<file path="src/iopbr_pkg.sv">
// constants, types and behaviour notes for the io processor bus transfer responder
// Notes on behaviour
// [RULE1] decoded status read answered with return word
// [RULE2] processor-source read followed by data write
// [RULE3] every irq control pair gets return word
// [RULE4] advance half announces; code selects action
// [RULE5] eleven distinct status read function codes
// [RULE6] identify request returns fixed identity word
// [RULE7] three irq control functions decoded
// [RULE8] ack-activate: active, memory base, dequeue
// [RULE9] ack-deactivate: drop request, base, dequeue
// [RULE10] deactivate clears active, returns plain word
// [RULE11] software ends active state by deactivate
// [RULE12] every write order pair means reset
// [RULE13] reset order always accepted, never busy
// [RULE14] reset clears all, idle, no answer
// [RULE15] status reads only to addressed controller
// [RULE16] load and allocation required after reset
// [RULE17] deactivate only for blocking-type processor
// [RULE18] uninitialised rejects non-init status reads
// [RULE19] irq request held until acknowledge or reset
`default_nettype none
package iopbr_pkg;
    // transfer kinds on the shared bus
    typedef enum logic [2:0] {
        IOPBR_K_NONE,
        IOPBR_K_ADV_STAT,
        IOPBR_K_STAT,
        IOPBR_K_ADV_IRQ,
        IOPBR_K_IRQ,
        IOPBR_K_WORDER,
        IOPBR_K_WDATA
    } iopbr_kind_e;
    localparam int unsigned IOPBR_DW = 32;
    localparam int unsigned IOPBR_AW = 24;
    localparam int unsigned IOPBR_DEST_W = 4;
    // function code sits in the top byte of the data word
    localparam int unsigned IOPBR_CODE_HI = 31;
    localparam int unsigned IOPBR_CODE_LO = 24;
    localparam logic [7:0] IOPBR_NUM_STAT_FUNCS = 8'h0B;
    // status read function codes
    localparam logic [7:0] IOPBR_F_IDENTIFY = 8'h00;
    localparam logic [7:0] IOPBR_F_LOAD_CTRL_MEM = 8'h01;
    localparam logic [7:0] IOPBR_F_MEM_ALLOC = 8'h02;
    localparam logic [7:0] IOPBR_F_IRQ_ENABLE = 8'h03;
    localparam logic [7:0] IOPBR_F_IRQ_DISABLE = 8'h04;
    localparam logic [7:0] IOPBR_F_READ_CPU_SRC = 8'h05;
    // irq control function codes
    localparam logic [7:0] IOPBR_I_ACK_ACTIVATE = 8'h01;
    localparam logic [7:0] IOPBR_I_ACK_DEACTIVATE = 8'h02;
    localparam logic [7:0] IOPBR_I_DEACTIVATE = 8'h03;
    // return word fields
    localparam int unsigned IOPBR_RET_ACCEPT_BIT = 31;
    localparam int unsigned IOPBR_RET_REJECT_BIT = 30;
    localparam int unsigned IOPBR_RET_ACTIVE_BIT = 29;
    localparam logic [7:0] IOPBR_RET_PAD = 8'h00;
    localparam logic [31:0] IOPBR_ZERO_WORD = 32'h0000_0000;
    localparam logic [23:0] IOPBR_ZERO_ADDR = 24'h00_0000;
    localparam logic [7:0] IOPBR_ZERO_CODE = 8'h00;
    // identity word, value arbitrary
    localparam logic [31:0] IOPBR_IDENTITY_WORD = 32'h0F5A_0001;
    // this controller's bus address, value arbitrary
    localparam logic [3:0] IOPBR_DEV_ADDR = 4'h3;
endpackage
`default_nettype wire

</file>
<file path="src/iopbr_bus_if.sv">
// bus carrier joining the processor end and the io processor end
`timescale 1ns/1ps
`default_nettype none
interface iopbr_bus_if (
    input wire logic sys_clk,
    input wire logic rst_b
);
    logic xfer_valid;
    iopbr_pkg::iopbr_kind_e xfer_kind;
    logic [3:0] xfer_dest;
    logic [31:0] xfer_data;
    logic ret_valid;
    logic [31:0] ret_data;
    logic xfer_busy;

    modport dev (
        input sys_clk, rst_b, xfer_valid, xfer_kind, xfer_dest, xfer_data,
        output ret_valid, ret_data, xfer_busy
    );
    modport host (
        input sys_clk, rst_b, ret_valid, ret_data, xfer_busy,
        output xfer_valid, xfer_kind, xfer_dest, xfer_data
    );
endinterface
`default_nettype wire

</file>
<file path="src/iopbr_device.sv">
// io processor end: decodes transfer pairs and answers status and irq control pairs; write orders get no answer
`timescale 1ns/1ps
`default_nettype none
module iopbr_device (
    iopbr_bus_if.dev bus,
    input wire logic io_done,
    output logic irq_request,
    output logic irq_active,
    output logic irq_enable,
    output logic initialised,
    output logic func_valid,
    output logic [7:0] func_code,
    output logic [23:0] func_arg,
    output logic wdata_valid,
    output logic [31:0] wdata,
    output logic [23:0] mem_base,
    output logic status_posted
);
    typedef struct packed {
        logic adv_stat;
        logic adv_irq;
        logic [7:0] adv_code;
        logic ctrl_loaded;
        logic mem_alloc;
        logic [23:0] mem_base;
        logic irq_enable;
        logic irq_request;
        logic irq_active;
        logic status_posted;
        logic ret_valid;
        logic [31:0] ret_data;
        logic func_valid;
        logic [7:0] func_code;
        logic [23:0] func_arg;
        logic wdata_valid;
        logic [31:0] wdata;
    } iopbr_dev_s;

    iopbr_dev_s st;
    iopbr_dev_s next_st;

    // top byte of a data word
    function automatic logic [7:0] iopbr_code(input logic [31:0] w);
        iopbr_code = w[iopbr_pkg::IOPBR_CODE_HI:iopbr_pkg::IOPBR_CODE_LO];
    endfunction

    // return word with accept, reject and active flags plus the address, or the echoed code when the address is zero
    function automatic logic [31:0] iopbr_ret(input logic acc, input logic act,
                                              input logic [7:0] code,
                                              input logic [23:0] addr);
        logic [31:0] w;
        w = {iopbr_pkg::IOPBR_RET_PAD, addr};
        if (addr == iopbr_pkg::IOPBR_ZERO_ADDR) begin
            w = {iopbr_pkg::IOPBR_RET_PAD, 16'h0000, code};
        end
        w[iopbr_pkg::IOPBR_RET_ACCEPT_BIT] = acc;
        w[iopbr_pkg::IOPBR_RET_REJECT_BIT] = ~acc;
        w[iopbr_pkg::IOPBR_RET_ACTIVE_BIT] = act;
        iopbr_ret = w;
    endfunction

    logic hit;
    logic [7:0] code;
    logic is_init_func;
    logic can_run;

    assign hit = bus.xfer_valid && (bus.xfer_dest == iopbr_pkg::IOPBR_DEV_ADDR);
    assign code = iopbr_code(bus.xfer_data);
    assign is_init_func = (code == iopbr_pkg::IOPBR_F_IDENTIFY)
                       || (code == iopbr_pkg::IOPBR_F_LOAD_CTRL_MEM)
                       || (code == iopbr_pkg::IOPBR_F_MEM_ALLOC);
    // init functions run always; the rest only once initialised
    assign can_run = (code < iopbr_pkg::IOPBR_NUM_STAT_FUNCS)
                  && (is_init_func || (st.ctrl_loaded && st.mem_alloc));

    // next state: one-cycle pulses drop, then decode the taken transfer
    always_comb begin
        next_st = st;
        next_st.ret_valid = 1'b0;
        next_st.func_valid = 1'b0;
        next_st.wdata_valid = 1'b0;
        if (hit) begin
            case (bus.xfer_kind)
                iopbr_pkg::IOPBR_K_ADV_STAT: begin
                    // [RULE4] advance latches code
                    next_st.adv_stat = 1'b1;
                    next_st.adv_irq = 1'b0;
                    next_st.adv_code = code;
                end
                iopbr_pkg::IOPBR_K_ADV_IRQ: begin
                    // [RULE4] advance latches code
                    next_st.adv_irq = 1'b1;
                    next_st.adv_stat = 1'b0;
                    next_st.adv_code = code;
                end
                iopbr_pkg::IOPBR_K_STAT: begin
                    next_st.adv_stat = 1'b0;
                    // [RULE1] always answer status read
                    next_st.ret_valid = 1'b1;
                    if (!st.adv_stat || st.adv_code != code) begin
                        // unannounced main half is refused
                        next_st.ret_data = iopbr_ret(1'b0, st.irq_active, code,
                                                     iopbr_pkg::IOPBR_ZERO_ADDR);
                    end else if (code == iopbr_pkg::IOPBR_F_IDENTIFY) begin
                        // [RULE6] fixed identity answer
                        next_st.ret_data = iopbr_pkg::IOPBR_IDENTITY_WORD;
                    end else if (!can_run) begin
                        // [RULE18] reject while uninitialised
                        // [RULE5] codes from eleven up rejected
                        next_st.ret_data = iopbr_ret(1'b0, st.irq_active, code,
                                                     iopbr_pkg::IOPBR_ZERO_ADDR);
                    end else begin
                        next_st.ret_data = iopbr_ret(1'b1, st.irq_active, code,
                                                     iopbr_pkg::IOPBR_ZERO_ADDR);
                        // [RULE5] per-function actions
                        case (code)
                            iopbr_pkg::IOPBR_F_LOAD_CTRL_MEM: next_st.ctrl_loaded = 1'b1;
                            iopbr_pkg::IOPBR_F_MEM_ALLOC: begin
                                next_st.mem_alloc = 1'b1;
                                next_st.mem_base = bus.xfer_data[23:0];
                            end
                            iopbr_pkg::IOPBR_F_IRQ_ENABLE: next_st.irq_enable = 1'b1;
                            iopbr_pkg::IOPBR_F_IRQ_DISABLE: next_st.irq_enable = 1'b0;
                            default: begin
                            end
                        endcase
                        // accepted functions are passed on to panel logic
                        next_st.func_valid = 1'b1;
                        next_st.func_code = code;
                        next_st.func_arg = bus.xfer_data[23:0];
                    end
                end
                iopbr_pkg::IOPBR_K_IRQ: begin
                    next_st.adv_irq = 1'b0;
                    // [RULE3] always answer irq control
                    next_st.ret_valid = 1'b1;
                    next_st.ret_data = iopbr_ret(1'b0, st.irq_active, code,
                                                 iopbr_pkg::IOPBR_ZERO_ADDR);
                    if (st.adv_irq && st.adv_code == code) begin
                        // [RULE7] three irq functions
                        case (code)
                            iopbr_pkg::IOPBR_I_ACK_ACTIVATE: begin
                                // [RULE8] go active, dequeue
                                next_st.irq_active = 1'b1;
                                next_st.irq_request = 1'b0;
                                next_st.status_posted = 1'b0;
                                next_st.ret_data = iopbr_ret(1'b1, 1'b1, code,
                                                             st.mem_base);
                            end
                            iopbr_pkg::IOPBR_I_ACK_DEACTIVATE: begin
                                // [RULE9] drop request, dequeue
                                next_st.irq_request = 1'b0;
                                next_st.status_posted = 1'b0;
                                next_st.ret_data = iopbr_ret(1'b1, st.irq_active, code,
                                                             st.mem_base);
                            end
                            iopbr_pkg::IOPBR_I_DEACTIVATE: begin
                                // [RULE10] clear active state
                                // [RULE11] active held until here
                                next_st.irq_active = 1'b0;
                                next_st.ret_data = iopbr_ret(1'b1, 1'b0, code,
                                                             iopbr_pkg::IOPBR_ZERO_ADDR);
                            end
                            default: begin
                            end
                        endcase
                    end
                end
                iopbr_pkg::IOPBR_K_WORDER: begin
                    // [RULE12] any write order resets
                    // [RULE14] clear all, no answer
                    next_st = '0;
                end
                iopbr_pkg::IOPBR_K_WDATA: begin
                    // [RULE2] processor-sourced data to panel
                    next_st.wdata_valid = 1'b1;
                    next_st.wdata = bus.xfer_data;
                end
                default: begin
                end
            endcase
        end
        // [RULE19] request held; a new event wins over the clear
        if (io_done && st.irq_enable && next_st.irq_enable) begin
            next_st.irq_request = 1'b1;
            next_st.status_posted = 1'b1;
        end
    end

    // state register
    always_ff @(posedge bus.sys_clk or negedge bus.rst_b) begin
        if (!bus.rst_b) begin
            st <= '0;
        end else begin
            st <= next_st;
        end
    end

    // [RULE13] never busy, so the reset order is always taken
    assign bus.xfer_busy = 1'b0;
    assign bus.ret_valid = st.ret_valid;
    assign bus.ret_data = st.ret_data;
    assign irq_request = st.irq_request;
    assign irq_active = st.irq_active;
    assign irq_enable = st.irq_enable;
    assign initialised = st.ctrl_loaded && st.mem_alloc;
    assign func_valid = st.func_valid;
    assign func_code = st.func_code;
    assign func_arg = st.func_arg;
    assign wdata_valid = st.wdata_valid;
    assign wdata = st.wdata;
    assign mem_base = st.mem_base;
    assign status_posted = st.status_posted;
endmodule
`default_nettype wire

</file>
<file path="src/flat_wrapper.sv">
// flat-port wrapper written by rule: the top's interface ports become plain ports
module iopbr_device_flat 
  (io_done, irq_request, irq_active, irq_enable, initialised, func_valid, func_code, func_arg, wdata_valid, wdata, mem_base, status_posted, sys_clk, rst_b, bus_xfer_valid, bus_xfer_kind, bus_xfer_dest, bus_xfer_data, bus_ret_valid, bus_ret_data, bus_xfer_busy);
  iopbr_bus_if bus_i (.sys_clk(sys_clk), .rst_b(rst_b));
  input wire logic io_done;
  output logic irq_request;
  output logic irq_active;
  output logic irq_enable;
  output logic initialised;
  output logic func_valid;
  output logic [7:0] func_code;
  output logic [23:0] func_arg;
  output logic wdata_valid;
  output logic [31:0] wdata;
  output logic [23:0] mem_base;
  output logic status_posted;
  input wire logic sys_clk;
  input wire logic rst_b;
  input wire logic [$bits(bus_i.xfer_valid)-1:0] bus_xfer_valid;
  input wire logic [$bits(bus_i.xfer_kind)-1:0] bus_xfer_kind;
  input wire logic [$bits(bus_i.xfer_dest)-1:0] bus_xfer_dest;
  input wire logic [$bits(bus_i.xfer_data)-1:0] bus_xfer_data;
  output wire logic [$bits(bus_i.ret_valid)-1:0] bus_ret_valid;
  output wire logic [$bits(bus_i.ret_data)-1:0] bus_ret_data;
  output wire logic [$bits(bus_i.xfer_busy)-1:0] bus_xfer_busy;
  assign bus_i.xfer_valid = bus_xfer_valid;
  assign bus_i.xfer_kind = bus_xfer_kind;
  assign bus_i.xfer_dest = bus_xfer_dest;
  assign bus_i.xfer_data = bus_xfer_data;
  assign bus_ret_valid = bus_i.ret_valid;
  assign bus_ret_data = bus_i.ret_data;
  assign bus_xfer_busy = bus_i.xfer_busy;
  iopbr_device u_core (.bus(bus_i), .io_done(io_done), .irq_request(irq_request), .irq_active(irq_active), .irq_enable(irq_enable), .initialised(initialised), .func_valid(func_valid), .func_code(func_code), .func_arg(func_arg), .wdata_valid(wdata_valid), .wdata(wdata), .mem_base(mem_base), .status_posted(status_posted));
endmodule
</file>
<file path="config.mk">
export PLATFORM = sky130hd
export DESIGN_NAME = iopbr_device_flat
export DESIGN_NICKNAME = d
export VERILOG_FILES = /design/src/iopbr_pkg.sv /design/src/iopbr_bus_if.sv /design/src/iopbr_device.sv /design/src/flat_wrapper.sv
export SDC_FILE = /design/constraint.sdc
export NUM_CORES = 1
export LEC_CHECK = 0
export BUFFER_PORTS_ARGS = -buffer_cell sky130_fd_sc_hd__buf_2
export CAP_MARGIN = 20
export CORE_MARGIN = 1.5
export CORE_UTILIZATION = 55
export CTS_BUF_LIST = sky130_fd_sc_hd__clkbuf_4 sky130_fd_sc_hd__clkbuf_8
export DETAILED_ROUTE_END_ITERATION = 10
export HOLD_SLACK_MARGIN = 0.15
export PLACE_DENSITY = 0.82
export RECOVER_POWER = 100
export SYNTH_ARGS = -nofsm -noshare
export SYNTH_HDL_FRONTEND = slang
export SYNTH_SLANG_ARGS = --single-unit
</file>
<file path="constraint.sdc">
create_clock -name sys_clk -period 2.4 [get_ports sys_clk]
set_input_delay 0 -clock sys_clk [delete_from_list [all_inputs] [get_ports sys_clk]]
set_output_delay 0 -clock sys_clk [all_outputs]
set_load 0.005 [all_outputs]
</file>
# ---- Word-level counts from Yosys, hierarchy flattened
# Cells that the tools add are included.
dict set report classes {
  n_lt_le_gt_ge 1
  eq_ne 22
  muxes 29
  n_reduce_logical 36
}
# cell count
set op_table {}
lappend op_table {{33-bit one-hot mux with 2 select lines} 2}
lappend op_table {{32-bit two-way mux} 4}
lappend op_table {{103-bit two-way mux} 1}
lappend op_table {{33-bit two-way mux} 3}
lappend op_table {{33-bit one-hot mux with 3 select lines} 1}
lappend op_table {{32-bit one-hot mux with 3 select lines} 1}
lappend op_table {{27-bit two-way mux} 3}
lappend op_table {{27-bit one-hot mux with 2 select lines} 1}
lappend op_table {{25-bit two-way mux} 1}
lappend op_table {{24-bit zero test} 1}
lappend op_table {{24-bit two-way mux} 1}
lappend op_table {{8-bit by 2-bit == test with 1-bit output (second input constant)} 2}
lappend op_table {{8-bit one-hot mux with 2 select lines} 1}
lappend op_table {{2-bit nonzero test} 7}
lappend op_table {{6-bit AND reduction} 2}
lappend op_table {{2-bit AND reduction} 5}
lappend op_table {{3-bit == test (second input constant)} 3}
lappend op_table {{8-bit by 1-bit == test with 1-bit output (second input constant)} 1}
lappend op_table {{8-bit by 3-bit == test with 1-bit output (second input constant)} 1}
lappend op_table {{8-bit == test} 1}
lappend op_table {{8-bit zero test} 1}
lappend op_table {{8-bit by 4-bit < comparator with 1-bit output (second input constant)} 1}
lappend op_table {{2-bit by 1-bit inequality test with 1-bit output (second input constant)} 4}
lappend op_table {{8-bit inequality test} 1}
lappend op_table {{18 further kinds} 39}
dict set report totals {
  register_bits 139
  inputBits 43
  out_inout_bits 129
  wordCells 105
}

# ---- Logic depth before layout (Yosys ltp)
# Gate-level depths: netlist of run 1.
dict set report logic_depth {
  depth_word 13
  depth_mapped 9
  depth_no_buf 5
}

# ---- Worst setup path after synthesis of run 1
# OpenSTA, ideal clock, no wires.
dict set report synth_path {
  path_type {reg2reg}
  start {register u_core.st[131] (netlist bit)}
  end {register u_core.st (netlist bit u_core.mem_base[12])}
  setup_ps 125
  arrival_ps 2029
  required_time_ps 2275
  slack_ps 246
  stages_incl_launch_ff 7
  path_buffers 1
  synth_period_minus_slack_ps 2154
  cell_sequence {dfrtp_1 xnor2_1 nand4_2 or4_4 o21ai_4 buf_6 mux2_2}
}
dict set report synth_between {
  elab_chain_cells 4
}
# item line
set synth_rtl {}
lappend synth_rtl {{start, declared} iopbr_device.sv:39} ;# iopbr_dev_s st;
lappend synth_rtl {{start signal, assigned} iopbr_device.sv:195} ;# st <= next_st;
lappend synth_rtl {{8-bit inequality test} iopbr_device.sv:100} ;# if (!st.adv_stat || st.adv_code != code) begin
lappend synth_rtl {{1-bit logical OR} iopbr_device.sv:100}
lappend synth_rtl {{2-bit inequality test (no line)} --}
lappend synth_rtl {{6-bit AND reduction (no line)} --}
# Every way passes these cells.
# A chain may end at the register's enable or synchronous reset.

# ---- Worst setup path in the final report of run 1
dict set report layout_path {
  start {register u_core.st[131] (netlist bit)}
  end {register u_core.st (netlist bit u_core.bus.ret_data[0])}
}
dict set report layout_between {
  elab_chain_cells 4
  word_cells_on_any_way 7
  cone_classes {2 x eq/ne; 3 x mux; 2 x reduce/logical}
}
# item line
set layout_rtl {}
lappend layout_rtl {{8-bit == test or 8-bit inequality test (tied branches)} {iopbr_device.sv:139, iopbr_device.sv:100}}
lappend layout_rtl {{1-bit logical AND or 1-bit logical OR (tied branches)} {iopbr_device.sv:139, iopbr_device.sv:100}}
lappend layout_rtl {{32-bit two-way mux, on equally long branches} {iopbr_device.sv:139, iopbr_device.sv:100}}
lappend layout_rtl {{33-bit one-hot mux with 3 select lines *} iopbr_device.sv:83} ;# case (bus.xfer_kind)
# Mark *: on every way between the ends. The rest lies on a longest branch, timed or not.

==> results.sh, run 1 <==
export IMPL_run_status="finished, final reports clean"
export IMPL_final_cell_mix="dfrtp_1, nand2_1, buf_2"
export IMPL_core_area_um2=12100
export IMPL_wl_per_cell_um=19.0
export IMPL_multi_input_area_um2=2400
export IMPL_critPathMaxFanout=8
export IMPL_syn_area_per_cell_um2=9.94
export IMPL_drv_slew=0
export IMPL_reg2reg_slack_ns=0.09
export IMPL_post_dp_hpwl_um=12600
export IMPL_cts_tree="built"
export IMPL_grt_pass1_wl_um=28500
export IMPL_io_pins=172
export IMPL_ys_ff_latch=134
export IMPL_cts_sinks=134
export IMPL_clk_pin_slew_ns=0.07
export IMPL_drive_gt1_frac=0.209
export IMPL_num_fill_cells=993
export IMPL_worst_slew_pin_slew_ns=1.06
export IMPL_cap_violations=0
export IMPL_yosys_cell_types_count=56
export IMPL_finClkSkew_ns=0.0134
export IMPL_antenna_found_initial=0
export IMPL_syn_inst=686
export IMPL_clock_latency_ns=0.43
export IMPL_routabilityCongestion=0.891
export IMPL_finalWorstSetupSlack_ns=0.0894
export IMPL_die_area_um2=13100
export IMPL_drc_errors=0
export IMPL_place_ws_ns=0.211
export IMPL_synth_top_cell_by_area="dfrtp_1"
export IMPL_hold_violations=0
export IMPL_syn_area_um2=6820
export IMPL_die_w_um=114
export IMPL_critPathLaunchType="flop"
export IMPL_nNetsFinal=821
export IMPL_end_kind="flop"
export IMPL_power_leakage_nw=3.81
export IMPL_antennaDiodeCount=0
export IMPL_wl_um=18200
export IMPL_relSlewSlack=0.294
export IMPL_ir_drop_uv=335
export IMPL_grt_max_degree=77
export IMPL_fin_crit_sh=0.963
export IMPL_seq_area_um2=3350
export IMPL_worstSetupStartpoint="u_core.st[131]$_DFFE_PN0P_"
export IMPL_synth_area_leaders="dfrtp_1, buf_4, nand2_1"
export IMPL_final_common_cell="dfrtp_1"
export IMPL_row_count=40
export IMPL_fin_util=0.641
export IMPL_crit_end="u_core.bus.ret_data[0]$_DFFE_PN0P_"
export IMPL_vias=5383
export IMPL_ys_async_sr_fraction=1.00
export IMPL_yosysTopAreaCellShare=0.492
export IMPL_drtPass1Iterations=5
export IMPL_setup_tns_ns=0
export IMPL_cts_path_max_buffers=2
export IMPL_cts_buffers=17
export IMPL_worstPathArrival_ns=2.60
export IMPL_rsz0062_at_grt="no"
export IMPL_htree_levels=4
export IMPL_reg2reg_depth=6
export IMPL_p_per_area_nw_per_um2=629
export IMPL_initial_core_util=0.566
export IMPL_yosys_most_used_dff="dfrtp_1"
export IMPL_ant_nets=0
export IMPL_fmax_ghz=0.433
export IMPL_fp_dieH_um=114
export IMPL_seq_area_frac_synth=0.492
export IMPL_grt_use_total=0.286
export IMPL_io_buffer_count=169
export IMPL_grt_ovfl_total=0
export IMPL_synth_edf_count=0
export IMPL_worst_r2r_endpoint="u_core.bus.ret_data[0]$_DFFE_PN0P_"
export IMPL_via_per_inst=5.61
export IMPL_grt_pass1_vias=5380
export IMPL_required_ns=2.69
export IMPL_drtIter0Drc=499
export IMPL_finalCriticalPeriod_ns=2.31
export IMPL_setup_viol=0
export IMPL_whs_ns=0.299
export IMPL_r2r_start="u_core.st[131]$_DFFE_PN0P_"
export IMPL_critical_path_class="reg2reg"
export IMPL_root_buffer="clkbuf_8"
export IMPL_area_growth_pct=13.4
export IMPL_holdCritPathClass="in2reg"
export IMPL_yosys_warnings=0
critical path: stages, from the launching register on:
cell	delay, ns
dfrtp_1	0.40
xnor2_1	0.21
nand4_2	0.14
clkbuf_1	0.29
or4_1	0.60
o311ai_0	0.41
a21oi_1	0.12
sequential cells by signal, indices dropped and copies added (netlist names), 8 cells and up:
signal               count
u_core.mem_base         24
u_core.func_arg         24
u_core.st               12
u_core.bus.ret_data     28
u_core.func_code         8
u_core.wdata            32
timing repair:
action | in CTS | in global routing
setup endpoints to repair | 0 | 6
gates resized for setup | 0 | 1
buffers inserted | 0 | 0
endpoints found under the hold margin | 240 | 0
hold buffers | 43 | 0
stage by stage:
step	area, um^2	std cells	power [mW]
after floorplan	6830	687	2.82
after CTS	7870	959	4.91
after detailed placement	7030	884	2.97
after global placement	7030	884	2.95
final	7740	959	4.86
after global routing	7740	959	5.07
how the worst min path moves through the flow:
stage	startpoint	endpoint	depth (start not counted)
after floorplan	rst_b	u_core.bus.ret_data[0]$_DFFE_PN0P_	0
after global placement	rst_b	u_core.wdata[23]$_DFFE_PN0P_	1
after detailed placement	rst_b	u_core.wdata[2]$_DFFE_PN0P_	1
after CTS	bus_xfer_dest[3]	u_core.bus.ret_data[2]$_DFFE_PN0P_	5
after global routing	bus_xfer_dest[2]	u_core.bus.ret_data[2]$_DFFE_PN0P_	5
final	bus_xfer_dest[3]	u_core.bus.ret_data[3]$_DFFE_PN0P_	5
power breakdown:
| part | leakage (nW) | switching [mW] | internal [mW] | total (mW) |
|---|---|---|---|---|
| Sequential | 1.82 | 0.0735 | 2.37 | 2.45 |
| Clock | 0.202 | 0.875 | 1.02 | 1.89 |
| Combinational | 1.78 | 0.294 | 0.230 | 0.523 |
| Total | 3.81 | 1.24 | 3.62 | 4.86 |
layout make-up:
| class | instances | share of cell area |
|---|---|---|
| clock buffer | 21 | 0.0366 |
| sequential | 134 | 0.433 |
| clock inverter | 11 | 0.0160 |
| tap | 168 | 0.0272 |
| multi-input combinational | 387 | 0.310 |
| timing repair buffer | 233 | 0.175 |
| inverter | 5 | 0.00243 |
routing by layer:
metal / vias to the layer above / track usage / wire, um
li1: 2437 / - / -
met5: - / 0 / 0
met4: 0 / 0.137 / 683
met2: 272 / 0.450 / 8540
met1: 2625 / 0.381 / 7860
met3: 49 / 0.0603 / 1100
synthesized netlist by cell type, types with 2 or more instances:
| library cell | number |
|---|---|
| a211o_1 | 3 |
| a211oi_1 | 4 |
| a21o_1 | 3 |
| a21oi_1 | 9 |
| a221oi_1 | 2 |
| a22o_1 | 37 |
| a22oi_1 | 3 |
| a31oi_1 | 6 |
| and2_1 | 5 |
| and3_1 | 28 |
| buf_2 | 7 |
| buf_4 | 125 |
| buf_6 | 2 |
| clkbuf_1 | 26 |
| dfrtp_1 | 134 |
| inv_1 | 5 |
| mux2_1 | 16 |
| mux2_2 | 9 |
| nand2_1 | 110 |
| nand2b_1 | 2 |
| nand3_1 | 19 |
| nand3b_1 | 2 |
| nand4_1 | 4 |
| nand4_2 | 2 |
| nor2_1 | 26 |
| nor3_1 | 7 |
| nor3b_1 | 3 |
| nor4_1 | 10 |
| o21ai_0 | 38 |
| o21ai_1 | 2 |
| o2bb2ai_1 | 2 |
| o31ai_1 | 2 |
| or4_4 | 2 |
| xnor2_1 | 9 |
kinds of logic (layout without fill, tap and decap cells):
family,count (synthesis),after routing,synth area share
AND/OR/NAND/NOR,230,230,0.167
buffers and inverters,166,270,0.164
flip-flops,134,134,0.492
AO/OA/AOI/OAI,120,120,0.123
multiplexers,25,25,0.0413
XOR/XNOR,10,10,0.0128
other,1,2,0.000550
Power figures use the tool's default switching activity.
==> inputs of run 2 (changes only) <==
--- a/config.mk
+++ b/config.mk
@@ -14,3 +14,3 @@
 export HOLD_SLACK_MARGIN = 0.15
-export PLACE_DENSITY = 0.82
+export PLACE_DENSITY_LB_ADDON = 0.12
 export RECOVER_POWER = 100
--- a/constraint.sdc
+++ b/constraint.sdc
@@ -3,2 +3,2 @@
 set_output_delay 0 -clock sys_clk [all_outputs]
-set_load 0.005 [all_outputs]
+set_load 0.1 [all_outputs]
==> results.sh, run 2 (synthesized netlist as in run 1, its figures left out) <==
export IMPL_clock_latency_ns=0.44
export IMPL_critPathLaunchType="primary input"
export IMPL_final_common_cell="dfrtp_1"
export IMPL_fin_crit_sh=0.941
export IMPL_grt_ovfl_total=0
export IMPL_hold_violations=0
export IMPL_stdcell_area_um2=7620
export IMPL_place_ws_ns=0.192
export IMPL_drv_slew=0
export IMPL_grt_max_degree=108
export IMPL_grt_pass1_wl_um=27500
export IMPL_fin_cells=959
export IMPL_r2r_start="u_core.st[129]$_DFFE_PN0P_"
export IMPL_clkPwrFrac=0.322
export IMPL_worst_r2r_endpoint="u_core.func_arg[23]$_DFFE_PN0P_"
export IMPL_relSlewSlack=0.0316
export IMPL_io_buffer_count=169
export IMPL_p_per_area_nw_per_um2=730
export IMPL_drtIter0Drc=380
export IMPL_reg2reg_depth=7
export IMPL_drive_gt1_frac=0.142
export IMPL_top_usage_layer="met2"
export IMPL_power_internal_mw=3.44
export IMPL_p_sw_mw=2.13
export IMPL_post_cts_setup_buffers=0
export IMPL_cts_path_max_buffers=2
export IMPL_p_comb_frac=0.238
export IMPL_worst_slew_pin_slew_ns=1.45
export IMPL_antennaDiodeCount=0
export IMPL_worstPathArrival_ns=2.57
export IMPL_row_count=40
export IMPL_crit_slowest_cell="dlygate4sd3_1"
export IMPL_die_area_um2=13100
export IMPL_wl_per_cell_um=18.2
export IMPL_nNetsFinal=821
export IMPL_drc_errors=0
export IMPL_grtUsageMet3=0.0778
export IMPL_cpPeakStageDelay_ns=0.54
export IMPL_crit_chain="dlygate4sd3_1, buf_2, nor4_4, nand2_1, or4_4, o21ai_4, buf_12, mux2_1"
export IMPL_cts_sinks=134
export IMPL_antenna_found_initial=0
export IMPL_wl_um=17400
export IMPL_root_buffer="clkbuf_8"
export IMPL_end_kind="flop"
export IMPL_cap_violations=0
export IMPL_path_buf_inv=3
export IMPL_place_inst=884
export IMPL_clk_pin_slew_ns=0.08
export IMPL_cp_top_family="simple AND/OR/NAND/NOR gates"
export IMPL_critPathMaxFanout=24
export IMPL_final_cell_mix="dfrtp_1, clkbuf_1, nand2_1"
export IMPL_run_status="finished, final reports clean"
export IMPL_io_pins=172
export IMPL_finalWorstSetupSlack_ns=0.142
export IMPL_die_w_um=114
export IMPL_via_per_inst=5.50
export IMPL_area_growth_pct=11.7
export IMPL_ant_nets=0
export IMPL_holdCritPathClass="in2reg"
export IMPL_post_dp_hpwl_um=11800
export IMPL_cts_tree="built"
export IMPL_ir_drop_uv=374
export IMPL_finClkSkew_ns=0.00979
export IMPL_fp_dieH_um=114
export IMPL_seqPwrFrac=0.440
export IMPL_met2_usage=0.402
export IMPL_min_path_cells=5
export IMPL_critical_path_class="in2reg"
export IMPL_switching_share=0.382
export IMPL_power_leakage_nw=3.58
export IMPL_vias=5275
export IMPL_largest_reg_flops=32
export IMPL_core_area_um2=12100
export IMPL_drtPass1Iterations=5
export IMPL_reg2reg_slack_ns=0.18
export IMPL_cts_buffers=17
export IMPL_setup_tns_ns=0
export IMPL_htree_levels=4
export IMPL_hold_path_endpoint="u_core.st[135]$_DFFE_PN0P_"
export IMPL_place_area_um2=7020
export IMPL_rsz0062_at_grt="no"
export IMPL_initial_core_util=0.566
export IMPL_grt_pass1_vias=5176
export IMPL_hp_start="bus_xfer_dest[2]"
export IMPL_fmax_ghz=0.443
export IMPL_whs_ns=0.296
export IMPL_met1_usage=0.389
export IMPL_routabilityCongestion=0.834
export IMPL_finalCriticalPeriod_ns=2.26
export IMPL_required_ns=2.72
export IMPL_grt_use_total=0.275
export IMPL_setup_viol=0
run 2: cell count changes in the layout (fill, tap and decap cells not counted), moves of 2 or more:
cell | previous run | this run
clkbuf_1 | 78 | 132
buf_2 | 90 | 39
clkbuf_8 | 20 | 17
clkinv_4 | 2 | 5
buf_4 | 13 | 11
clkinvlp_4 | 3 | 1
run 2: layer usage:
layer	wire length, um	up-vias
met4	364	0
li1	-	2434
met1	8260	2589
met3	1160	27
met2	7660	225
met5	0	-
run 2: stage by stage:
step	power (mW)	utilization
2_1_floorplan	3.67	-
3_3_place_gp	3.78	0.582
3_5_place_dp	3.80	0.582
4_1_cts	5.63	0.649
5_1_grt	5.76	0.632
6_report	5.56	0.632
run 2: tightest hold or removal path, stage by stage:
cell and delay, ns:
buf_2 0.09, nor4bb_1 0.07, nand3_1 0.13, nor2_1 0.15, a22o_1 0.26
run 2: layout make-up:
class | instances | area [um^2]
multi-input combinational | 387 | 2400
inverter | 5 | 18.8
tap | 168 | 210
clock inverter | 13 | 125
timing repair buffer | 233 | 1270
fill | 1086 | 4440
sequential | 134 | 3350
clock buffer | 19 | 249
run 2: power by group through the flow:
stage / clock [mW] / combinational (mW) / sequential (mW)
global placement: 0 / 1.30 / 2.48
detailed placement: 0 / 1.31 / 2.49
floorplan: 0 / 1.20 / 2.47
finish: 1.79 / 1.32 / 2.45
CTS: 1.83 / 1.36 / 2.44
global route: 1.92 / 1.38 / 2.46
run 2: repair_timing:
item	in CTS	in global routing
setup endpoints to repair	0	22
endpoints found under the hold margin	219	0
hold buffers	43	0
resized for setup	0	1
run 2: worst max-delay path by stage:
stage / start / to / slack, ns / cells past startpoint
2_1_floorplan: u_core.st[131]$_DFFE_PN0P_ / u_core.mem_base[12]$_DFFE_PN0P_ / 0.25 / 6
3_3_place_gp: bus_xfer_kind[1] / u_core.mem_base[4]$_DFFE_PN0P_ / 0.16 / 7
3_5_place_dp: bus_xfer_kind[1] / u_core.mem_base[15]$_DFFE_PN0P_ / 0.19 / 7
4_1_cts: bus_xfer_kind[2] / u_core.mem_base[2]$_DFFE_PN0P_ / 0.12 / 8
5_1_grt: u_core.st[135]$_DFFE_PN0P_ / u_core.func_arg[19]$_DFFE_PN0P_ / 0.03 / 7
6_report: bus_xfer_data[31] / u_core.mem_base[13]$_DFFE_PN0P_ / 0.14 / 8
